**config.mk**
```make
export PLATFORM = sky130hd
export DESIGN_NAME = serial_port
export DESIGN_NICKNAME = d
export VERILOG_FILES = /design/src/core/serial_port.v /design/src/core/pin_sync.v
export VERILOG_INCLUDE_DIRS = /design/src /design/src/include
export SDC_FILE = /design/constraint.sdc
export NUM_CORES = 1
export LEC_CHECK = 0
export BUFFER_PORTS_ARGS = -buffer_cell sky130_fd_sc_hd__buf_2
export CAP_MARGIN = 20
export CORE_UTILIZATION = 51
export DETAILED_ROUTE_END_ITERATION = 7
export PLACE_DENSITY = 0.76
export SYNTH_ARGS = -nofsm -noshare
export SYNTH_HDL_FRONTEND = slang
export SYNTH_HIERARCHICAL = 1
export SYNTH_SLANG_ARGS = --single-unit
```
**constraint.sdc**
```tcl
create_clock -name CLK -period 2.2 [get_ports CLK]
set_input_delay 0.55 -clock CLK [delete_from_list [all_inputs] [get_ports CLK]]
set_output_delay 0.55 -clock CLK [all_outputs]
set_load 0.02 [all_outputs]
```
**src/include/serial_port_regs.vh**
```
// constants for the synchronous serial port core
// assumes a single core clock at the rate named below
`ifndef SERIAL_PORT_REGS_VH
`define SERIAL_PORT_REGS_VH

// core clock and the fastest allowed bit rate
`define SP_CLK_HZ          20000000
`define SP_MAX_BIT_HZ      8000000

// word length and bit counter
`define SP_WORD_BITS       8
`define SP_LAST_BIT        3'h7
`define SP_FIRST_BIT       3'h0

// rate select codes
`define SP_RATE_SLAVE_SS   3'h6
`define SP_RATE_SLAVE_FREE 3'h7

// bit order codes
`define SP_ORDER_MSB       1'h0

// output hold delay: unit of core cycles per code step
`define SP_OUT_DELAY_UNIT  6'h08

// pin reset levels
`define SP_SCK_RESET       1'h0
`define SP_SCK_IN_IDLE     1'h1
`define SP_SS_RESET        1'h1
`define SP_SO_RESET        1'h1

`endif

```
**src/core/serial_port.v**
```verilog
// byte-wide synchronous serial port, master or slave, full duplex
// assumes software-side controls are synchronous pulses and levels on CLK;
// serial pins are resolved by the surrounding pad logic from the enables
`timescale 1ns/1ps
`include "serial_port_regs.vh"

// Contract
// [RL1] master drives clock, swaps eight bits
// [RL2] slave shifts on external clock edges
// [RL3] bit order control picks shift direction
// [RL4] order 0 msb first, 1 lsb first
// [RL5] idle-level control sets output after word
// [RL6] idle control 0 high, 1 low
// [RL7] delay field sets output hold time
// [RL8] codes give 8, 16, 24, 32 cycles
// [RL9] bit rate limited to 8 MHz
// [RL10] go loads pending word and starts
// [RL11] data write loads buffer and shifter
// [RL12] go reads 1 until word completes
// [RL13] writes ignored while shifting
// [RL14] received bits replace outgoing word
// [RL15] buffer full set at word end
// [RL16] word end copies data, sets flags
// [RL17] reading buffer clears full flag
// [RL18] software reads before next word ends
// [RL19] rate field picks internal or external
// [RL20] codes 0-5 divide, 6-7 slave
// [RL21] edge control picks shift/sample edges
// [RL22] slave ignores edge and divider settings
// [RL23] data input ignored when not selected
// [RL24] both ends share rate and edge
// [RL25] master holds select low whole word; the core has no select output and drives no select pin
// [RL26] deselected slave ignores, releases output
// [RL27] select input optional, slave only
// [RL28] slave pins synchronised, edges detected
module serial_port (
    input  wire       CLK,
    input  wire       SRST,
    input  wire       PORT_ENABLE,
    input  wire       BIT_ORDER,
    input  wire       OUT_IDLE_LEVEL,
    input  wire [1:0] OUT_DELAY,
    input  wire [2:0] RATE_SELECT,
    input  wire       CLOCK_EDGE_SELECT,
    input  wire       SHIFT_GO_SET,
    input  wire       TX_WRITE,
    input  wire [7:0] TX_DATA,
    input  wire       RX_READ,
    input  wire       IRQ_FLAG_CLEAR,
    input  wire       SCK_I,
    input  wire       SI,
    input  wire       SS_N,
    output wire       SHIFT_GO,
    output wire       READ_BUFFER_FULL,
    output wire       RECEIVE_DONE_IRQ_FLAG,
    output wire [7:0] RX_DATA,
    output wire       SCK_O,
    output wire       SCK_OE,
    output wire       SO_O,
    output wire       SO_OE
);
    localparam ST_IDLE  = 2'h0;
    localparam ST_SHIFT = 2'h1;
    localparam ST_HOLD  = 2'h2;

    // fastest half period that keeps the bit rate legal
    localparam integer MIN_HALF_I =
        (`SP_CLK_HZ + 2 * `SP_MAX_BIT_HZ - 1) / (2 * `SP_MAX_BIT_HZ);
    localparam [5:0] MIN_HALF = MIN_HALF_I[5:0];

    // half period of the master clock in core cycles
    function [5:0] half_cycles;
        input [2:0] rate;
        reg   [5:0] base;
        begin
            base = 6'h01 << rate;
            if (base < MIN_HALF) begin // RL9
                half_cycles = MIN_HALF;
            end else begin
                half_cycles = base; // RL20
            end
        end
    endfunction

    // outgoing bit at the active end of the shifter
    function out_bit;
        input [7:0] sr;
        input       order;
        begin
            if (order == `SP_ORDER_MSB) begin // RL4
                out_bit = sr[7];
            end else begin
                out_bit = sr[0];
            end
        end
    endfunction

    // incoming bit enters at the far end of the same shifter
    function [7:0] shift_in;
        input [7:0] sr;
        input       din;
        input       order;
        begin
            if (order == `SP_ORDER_MSB) begin // RL4
                shift_in = {sr[6:0], din};
            end else begin
                shift_in = {din, sr[7:1]};
            end
        end
    endfunction

    // hold time after the last bit, in core cycles minus one
    function [5:0] hold_cycles;
        input [1:0] code;
        reg   [5:0] steps;
        begin
            steps = {4'h0, code} + 6'h01;
            hold_cycles = steps * `SP_OUT_DELAY_UNIT - 6'h01; // RL8
        end
    endfunction

    reg  [1:0] state_q;
    reg  [1:0] state_d;
    reg        shift_go_q;
    reg        rbf_q;
    reg        irq_q;
    reg  [7:0] rx_q;
    reg  [7:0] wb_q;
    reg  [7:0] sr_q;
    reg  [7:0] sr_d;
    reg  [2:0] bit_cnt_q;
    reg  [5:0] div_cnt_q;
    reg  [5:0] hold_cnt_q;
    reg        sck_q;
    reg        so_q;

    wire       sck_lvl;
    wire       sck_rise;
    wire       sck_fall;
    wire       ss_lvl;
    wire       si_lvl;

    // slave pins come in through synchronisers before any edge use
    pin_sync #(.RESET_VAL(`SP_SCK_IN_IDLE)) u_sck_sync ( // RL28
        .CLK   (CLK),
        .SRST  (SRST),
        .D     (SCK_I),
        .LEVEL (sck_lvl),
        .RISE  (sck_rise),
        .FALL  (sck_fall)
    );

    pin_sync #(.RESET_VAL(`SP_SS_RESET)) u_ss_sync ( // RL28
        .CLK   (CLK),
        .SRST  (SRST),
        .D     (SS_N),
        .LEVEL (ss_lvl),
        .RISE  (),
        .FALL  ()
    );

    // slave data input delayed alike so it lines up with its clock edges;
    // master takes the raw pin, two stages would equal the fastest half period
    pin_sync #(.RESET_VAL(1'h0)) u_si_sync (
        .CLK   (CLK),
        .SRST  (SRST),
        .D     (SI),
        .LEVEL (si_lvl),
        .RISE  (),
        .FALL  ()
    );

    wire is_slave  = (RATE_SELECT == `SP_RATE_SLAVE_SS) |
                     (RATE_SELECT == `SP_RATE_SLAVE_FREE); // RL19
    wire is_master = ~is_slave;
    // select pin only counts with code 6; code 7 is always selected
    wire selected  = is_master | (RATE_SELECT != `SP_RATE_SLAVE_SS) |
                     ~ss_lvl; // RL27
    wire sck_idle  = CLOCK_EDGE_SELECT; // RL21
    wire shifting  = (state_q == ST_SHIFT);
    wire div_tick  = (div_cnt_q == half_cycles(RATE_SELECT) - 6'h01);

    // master: leading edge leaves idle level, trailing returns to it;
    // slave: fixed falling-out, rising-in, edge control not used
    wire lead_ev  = shifting & (is_master ?
                    (div_tick & (sck_q == sck_idle)) :
                    (selected & sck_fall)); // RL22
    wire trail_ev = shifting & (is_master ?
                    (div_tick & (sck_q != sck_idle)) :
                    (selected & sck_rise)); // RL2
    wire word_end = trail_ev & (bit_cnt_q == `SP_LAST_BIT); // RL1
    wire wr_ok    = TX_WRITE & ~shifting; // RL13
    wire go_ok    = SHIFT_GO_SET & PORT_ENABLE & ~shifting;
    wire [7:0] go_word = wr_ok ? TX_DATA : wb_q;

    always @* begin
        state_d = state_q;
        case (state_q)
            ST_IDLE: begin
                if (go_ok) begin
                    state_d = ST_SHIFT; // RL10
                end
            end
            ST_SHIFT: begin
                if (!PORT_ENABLE) begin
                    state_d = ST_IDLE;
                end else if (word_end) begin
                    state_d = ST_HOLD; // RL7
                end
            end
            ST_HOLD: begin
                if (go_ok) begin
                    state_d = ST_SHIFT;
                end else if (hold_cnt_q == 6'h00) begin
                    state_d = ST_IDLE;
                end
            end
            default: begin
                state_d = ST_IDLE;
            end
        endcase
    end

    always @* begin
        sr_d = sr_q;
        if (go_ok) begin
            sr_d = go_word; // RL10
        end else if (wr_ok) begin
            sr_d = TX_DATA; // RL11
        end else if (trail_ev) begin
            sr_d = shift_in(sr_q, is_master ? SI : si_lvl, BIT_ORDER); // RL14
        end
    end

    always @(posedge CLK) begin
        if (SRST) begin
            state_q <= ST_IDLE;
            sr_q    <= 8'h00;
            wb_q    <= 8'h00;
        end else begin
            state_q <= state_d;
            sr_q    <= sr_d;
            if (wr_ok) begin
                wb_q <= TX_DATA; // RL11
            end
        end
    end

    // go flag: set by software, cleared by hardware at word end
    always @(posedge CLK) begin
        if (SRST) begin
            shift_go_q <= 1'h0;
        end else if (go_ok) begin
            shift_go_q <= 1'h1; // RL12
        end else if (word_end | ~PORT_ENABLE) begin
            shift_go_q <= 1'h0; // RL12
        end
    end

    // completion flags: a set in the clear cycle wins
    always @(posedge CLK) begin
        if (SRST) begin
            rbf_q <= 1'h0;
            irq_q <= 1'h0;
            rx_q  <= 8'h00;
        end else begin
            if (word_end) begin
                rx_q  <= sr_d; // RL16
                rbf_q <= 1'h1; // RL15
                irq_q <= 1'h1; // RL16
            end else begin
                if (RX_READ) begin
                    rbf_q <= 1'h0; // RL17
                end
                if (IRQ_FLAG_CLEAR) begin
                    irq_q <= 1'h0;
                end
            end
        end
    end

    // bit counter; a deselected slave restarts its word
    always @(posedge CLK) begin
        if (SRST) begin
            bit_cnt_q <= `SP_FIRST_BIT;
        end else if (go_ok | (is_slave & ~selected)) begin
            bit_cnt_q <= `SP_FIRST_BIT; // RL26
        end else if (trail_ev) begin
            bit_cnt_q <= bit_cnt_q + 3'h1;
        end
    end

    // master clock divider and clock pin level
    always @(posedge CLK) begin
        if (SRST) begin
            div_cnt_q <= 6'h00;
            sck_q     <= `SP_SCK_RESET;
        end else if (!shifting | is_slave | go_ok) begin
            div_cnt_q <= 6'h00;
            sck_q     <= sck_idle;
        end else if (div_tick) begin
            div_cnt_q <= 6'h00;
            sck_q     <= ~sck_q; // RL1
        end else begin
            div_cnt_q <= div_cnt_q + 6'h01;
        end
    end

    // data out: new bit on each leading edge, held after the word,
    // then the chosen idle level once the hold time has run
    always @(posedge CLK) begin
        if (SRST) begin
            so_q       <= `SP_SO_RESET;
            hold_cnt_q <= 6'h00;
        end else begin
            if (lead_ev) begin
                so_q <= out_bit(sr_q, BIT_ORDER); // RL3
            end else if (state_q == ST_IDLE && !go_ok) begin
                so_q <= ~OUT_IDLE_LEVEL; // RL5 RL6
            end
            if (word_end) begin
                hold_cnt_q <= hold_cycles(OUT_DELAY); // RL7
            end else if (state_q == ST_HOLD && hold_cnt_q != 6'h00) begin
                hold_cnt_q <= hold_cnt_q - 6'h01;
            end
        end
    end

    assign SHIFT_GO              = shift_go_q;
    assign READ_BUFFER_FULL      = rbf_q;
    assign RECEIVE_DONE_IRQ_FLAG = irq_q;
    assign RX_DATA               = rx_q;
    assign SCK_O                 = sck_q;
    assign SCK_OE                = PORT_ENABLE & is_master; // RL1
    // a deselected slave lets go of the data line
    assign SO_O                  = so_q;
    assign SO_OE                 = PORT_ENABLE & selected; // RL26 RL23
endmodule

```
**src/core/pin_sync.v**
```verilog
// two-stage synchroniser with edge detect for serial pins
// assumes inputs arrive asynchronously to CLK
`timescale 1ns/1ps
module pin_sync #(
    parameter RESET_VAL = 1'h0
) (
    input  wire CLK,
    input  wire SRST,
    input  wire D,
    output wire LEVEL,
    output wire RISE,
    output wire FALL
);
    reg s1_q;
    reg s2_q;
    reg s3_q;

    // s1_q feeds s2_q only; edges come from the later stages
    always @(posedge CLK) begin
        if (SRST) begin
            s1_q <= RESET_VAL;
            s2_q <= RESET_VAL;
            s3_q <= RESET_VAL;
        end else begin
            s1_q <= D;
            s2_q <= s1_q;
            s3_q <= s2_q;
        end
    end

    assign LEVEL = s2_q;
    assign RISE  = s2_q & ~s3_q;
    assign FALL  = ~s2_q & s3_q;
endmodule

```
## Word level (Yosys, flattened, before mapping)

Index checks and enable logic that the tools add are counted.

- Flip-flop bits (word level): 53
- Input bits: 26
- Output and inout bits: 15
- Logic and storage cells: 114

- Add/subtract/negate cells: 6
- $lt $le $gt $ge: 1
- Eq/ne operators: 12
- Shift operators: 1
- Mux-type cells: 28
- Bitwise logic cells: 31
- Reduce and logical (&&, ||, !) cells: 16

Operators with widths:

| operator | number |
|---|---|
| $mux W8 | 5 |
| $mux W6 | 3 |
| $sub A6 B1 Y6 const B | 3 |
| $and A1 B1 Y1 | 15 |
| $mux W1 | 14 |
| $reduce_bool A2 Y1 | 6 |
| $mux W2 | 5 |
| $eq A3 B3 Y1 const B | 3 |
| $not A1 Y1 | 9 |
| $or A1 B1 Y1 | 7 |
| $add A6 B1 Y6 const B | 1 |
| $eq A6 B6 Y1 | 1 |
| $logic_not A6 Y1 | 1 |
| $lt A6 B2 Y1 const B | 1 |
| $ne A3 B3 Y1 const B | 2 |
| $pmux W2 S3 | 1 |
| $reduce_bool A6 Y1 | 1 |
| $shl A1 B3 Y6 const A | 1 |
| $add A2 B1 Y3 const B | 1 |
| $add A3 B1 Y3 const B | 1 |
| $ne A3 B2 Y1 const B | 1 |
| $reduce_and A3 Y1 | 1 |
| $reduce_or A3 Y1 | 1 |
| $eq A2 B1 Y1 const B | 1 |
| 8 further kinds | 10 |

## Depth between registers and ports, before layout

- Depth in word-level cells: 12
- Depth in mapped cells: 10
- Mapped depth without buffers: 9

## Hierarchy

The synthesis kept the hierarchy.

By module, submodules not included:

| module | times used | cells an instance | area each (µm²) | sequential area each (µm²) |
|---|---|---|---|---|
| serial_port | 1 | 290 | 2,411.1 | 920.9 |
| pin_sync at u_sck_sync ... | 2 | 8 | 92.6 | 60.1 |
| pin_sync at u_si_sync | 1 | 8 | 91.3 | 60.1 |

## Worst setup path after synthesis

OpenSTA, ideal clock, no wires.

- Kind: input port to flip-flop
- From: input RATE_SELECT[1]
- To: register sr_q[3]
- Library setup time: 92 ps
- Data arrival time: 2,217 ps
- Data required time: 2,108 ps
- Path slack: -109 ps
- Stages: 10
- Path buffers: 1
- Path through: inv_1 -> ha_1 -> and4b_1 -> a21oi_1 -> a21o_1 -> nand4_2 -> o21ai_4 -> buf_6 -> nor2_1 -> o32ai_1

- Longest elaborated chain between the ends: 11
- Elaborated cells on any way between the ends: 19
- Those cells by class: add/sub: 1; order compare: 1; eq/ne: 4; shift: 1; mux: 5; bitwise: 7

Ends and longest elaborated chain:

| item | line | source |
|---|---|---|
| start: declaration | serial_port.v:43 | `input wire [2:0] RATE_SELECT,` |
| $shl A1 B3 Y6 or $eq A3 B3 Y1 (tied branches) | - |  |
| $lt A6 B2 Y1 or $or A1 B1 Y1 (tied branches) | serial_port.v:77, serial_port.v:173 |  |
| $mux W6 or $not A1 Y1 (tied branches) | serial_port.v:77, serial_port.v:175 |  |
| $sub A6 B1 Y6 or $or A1 B1 Y1 (tied branches) | serial_port.v:181, serial_port.v:177 |  |
| $eq A6 B6 Y1 or $or A1 B1 Y1 (tied branches) | serial_port.v:181, serial_port.v:177 |  |
| $and A1 B1 Y1 (on tied branches) | serial_port.v:189, serial_port.v:190 |  |
| $mux W1 * | serial_port.v:188 | `wire trail_ev = shifting & (is_master ?` |
| $and A1 B1 Y1 * | serial_port.v:188 |  |
| $mux W8 * | serial_port.v:230 | `end else if (trail_ev) begin` |
| $mux W8 * | serial_port.v:228 | `end else if (wr_ok) begin` |
| $mux W8 * | serial_port.v:226 | `if (go_ok) begin` |
| end signal: assignment | serial_port.v:242 | `sr_q <= sr_d;` |
| end: declaration | serial_port.v:129 | `reg [7:0] sr_q;` |

Every way passes the cells marked *; elsewhere a longest branch is shown, timed or not.
A chain may end at the register's enable or synchronous reset.

## Worst setup path after layout

- From: input RATE_SELECT[1]
- To: register sr_q[0]

- Longest elaborated chain between the ends: 11
- Elaborated cells on any way between the ends: 21
- Those cells by class: add/sub: 1; order compare: 1; eq/ne: 4; shift: 1; mux: 7; bitwise: 7

Ends and longest elaborated chain:

| item | line |
|---|---|
| $shl A1 B3 Y6 or $eq A3 B3 Y1 (tied branches) | - |
| $lt A6 B2 Y1 or $or A1 B1 Y1 (tied branches) | serial_port.v:77, serial_port.v:173 |
| $mux W6 or $not A1 Y1 (tied branches) | serial_port.v:77, serial_port.v:175 |
| $sub A6 B1 Y6 or $or A1 B1 Y1 (tied branches) | serial_port.v:181, serial_port.v:177 |
| $eq A6 B6 Y1 or $or A1 B1 Y1 (tied branches) | serial_port.v:181, serial_port.v:177 |
| $and A1 B1 Y1 (on tied branches) | serial_port.v:189, serial_port.v:190 |
| $mux W1 | serial_port.v:188 |
| $and A1 B1 Y1 | serial_port.v:188 |
| $mux W8 * | serial_port.v:230 |
| $mux W8 * | serial_port.v:228 |
| $mux W8 * | serial_port.v:226 |

Marks and branches as above.

==> flow_summary.ini <==
[worst_setup_path]
crit_chain = buf_2 > inv_2 > ha_4 > nor3b_1 > a21oi_1 > o221a_2 > nand4_2 > o21ai_4 > buf_4 > mux2i_1 > o22ai_1
cp_top_family = compound AO/OA/AOI/OAI gates
crit_type = in -> reg
crit_path_start_kind = primary input
worst-path-max-fanout = 8
crit_required_ns = 2.39
cp-startpoint = RATE_SELECT[1]
critPathBufInv = 3
max_stage_delay_ns = 0.30
r2r-start = div_cnt_q[5]
critPathArrivalTime_ns = 2.27
crit_slowest_cell = ha_4
endpoint_kind = register

[cts]
cts_inserted_buffers = 5
cts_tree = done
post-cts-setup-buffers = 0
cts_hold_buffers = 0
cts_sinks = 53
cts.root.buffer_cell = clkbuf_8
insertion_delay_ns = 0.31
cts_buffer_depth = 2
cts_max_level = 2
cts.clk_slew.worst_paths_ns = 0.09

[timing]
period_share_pct = 94.7
finalHoldViolCount = 0
skew_ns = 0.0102
drv_slew = 0
max_slew.worst_pin.slew_ns = 0.430
max_freq_mhz = 480
slew-limit-headroom_pct = 71.3
setup_tns_ns = 0
holdWs_ns = 0.418
setup_viol = 0
fin_crit_ns = 2.08

[status]
status = finished clean

[floorplanning]
start_util_pct = 54.2
num_rows = 25
fp.dieArea_mm2 = 0.00541
die_height_um = 73.5
fp.dieW_um = 73.5
coreArea_mm2 = 0.00482
ioPinCount = 41

[drt]
routedWlPerCell_um = 14.6
first_iter_violations = 190
remaining_drc_errors = 0
postRouteWirelength_um = 6340
dr.pass1.iters = 5
ant_nets = 0
routed_via_density = 5.55
vias = 2407

[final_layout]
drive_gt1_share_pct = 24.3
design_area_mm2 = 0.00316
layout.nets = 399
antenna_cells = 0
utilization_pct = 65.7
syn_to_final_growth_pct = 21.3

[pwr]
swShare_pct = 24.8
p_sw_w = 0.000487
power_frac_seq_pct = 51.5
power_w = 0.00196
power_density_mw_per_mm2 = 620
irDropWorstVdd_uv = 393
comb_power_share_pct = 13.1
power.internal_w = 0.00147
p_clk_share_pct = 35.4
p_leak_nw = 1.28

[global_route]
grt_pass1_wl_um = 10600
grt_antenna_before_repair = 0
grt_pass1_vias = 2291
grt_max_degree = 25
grt-ovfl-total = 0
grtUsageTotal_pct = 25.6

[synthesis]
synth.avg_cell_area_um2 = 8.53
syn_inst = 306
synth_nets = 339
yosysWarningCount = 6
netlist_area_mm2 = 0.00261

[placed_design]
port-buffer-count = 40
dp_hpwl_um = 4610
place_area_mm2 = 0.00303
place.gp.congestion = 0.861

[min_path]
hold_start = SCK_I
min_path_type = in -> reg

[run]
drv_cap = 0
-- final cells by class --
class	count	area (um2)
Inverter	10	37.5
Clock inverter	1	30.0
Tap cell	67	83.8
Timing Repair Buffer	64	380
Fill cell	427	1650
Sequential cell	53	1060
Multi-Input combinational cell	232	1490
Clock buffer	7	86.3
-- repair_timing --
item	4_1_cts	5_1_grt
setup endpoints to repair	0	26
hold endpoints to repair	0	0
gates resized for setup	0	4
-- stage by stage --
step | worst slack (ns) | instances
after floorplan | 0.0107 | 306
after global placement | -0.157 | 426
after detailed placement | -0.243 | 426
after CTS | 0.0962 | 434
after global routing | -0.00102 | 434
final | 0.117 | 434
-- power groups by stage --
stage	clock (W)	combinational, W	sequential (W)
after floorplan	0	0.000157	0.00103
after global placement	0	0.000247	0.00103
after detailed placement	0	0.000253	0.00103
after CTS	0.000708	0.000254	0.00101
after global routing	0.000729	0.000284	0.00101
final	0.000694	0.000257	0.00101
-- per-layer routing --
| metal | vias up | track usage, % | share of wire [%] |
|---|---|---|---|
| met1 | 1131 | 32.8 | 43 |
| met2 | 71 | 43.4 | 49 |
| met5 | - | 0 | 0 |
| met3 | 7 | 4.94 | 6.3 |
| li1 | 1198 | - | - |
| met4 | 0 | 7.91 | 1.1 |
-- state kept, by name, summed over array words and instances, names as in the netlist --
name,cells
RX_DATA,8
sr_q,8
wb_q,8
div_cnt_q,6
hold_cnt_q,6
bit_cnt_q,3
state_q,2
READ_BUFFER_FULL,1
RECEIVE_DONE_IRQ_FLAG,1
SCK_O,1
SHIFT_GO,1
SO_O,1
u_sck_sync/LEVEL,1
u_sck_sync/s1_q,1
u_sck_sync/s3_q,1
u_si_sync/LEVEL,1
u_si_sync/s1_q,1
u_ss_sync/LEVEL,1
u_ss_sync/s1_q,1
-- final timing paths --
path,end,slack [ns],depth (start not counted)
worst max-delay path,sr_q[0],0.12,11
worst max register to register,sr_q[0],0.28,8
worst min register to register,u_ss_sync/LEVEL,0.42,1
worst min-delay path,u_sck_sync/s1_q,0.42,2
-- placed cells by master, fill, tap and decap left out, types with 7 or more instances in the layout --
cell type / n
inv_1: 8
a311oi_1: 7
a21oi_1: 29
nand2_1: 29
buf_4: 24
or3_1: 8
nand3_1: 7
dfxtp_1: 53
buf_2: 40
a21boi_0: 8
nor2_1: 40
o21ai_0: 9
xnor2_1: 11
nor2b_1: 7
mux2i_1: 8
Power figures use the tool's default switching activity.
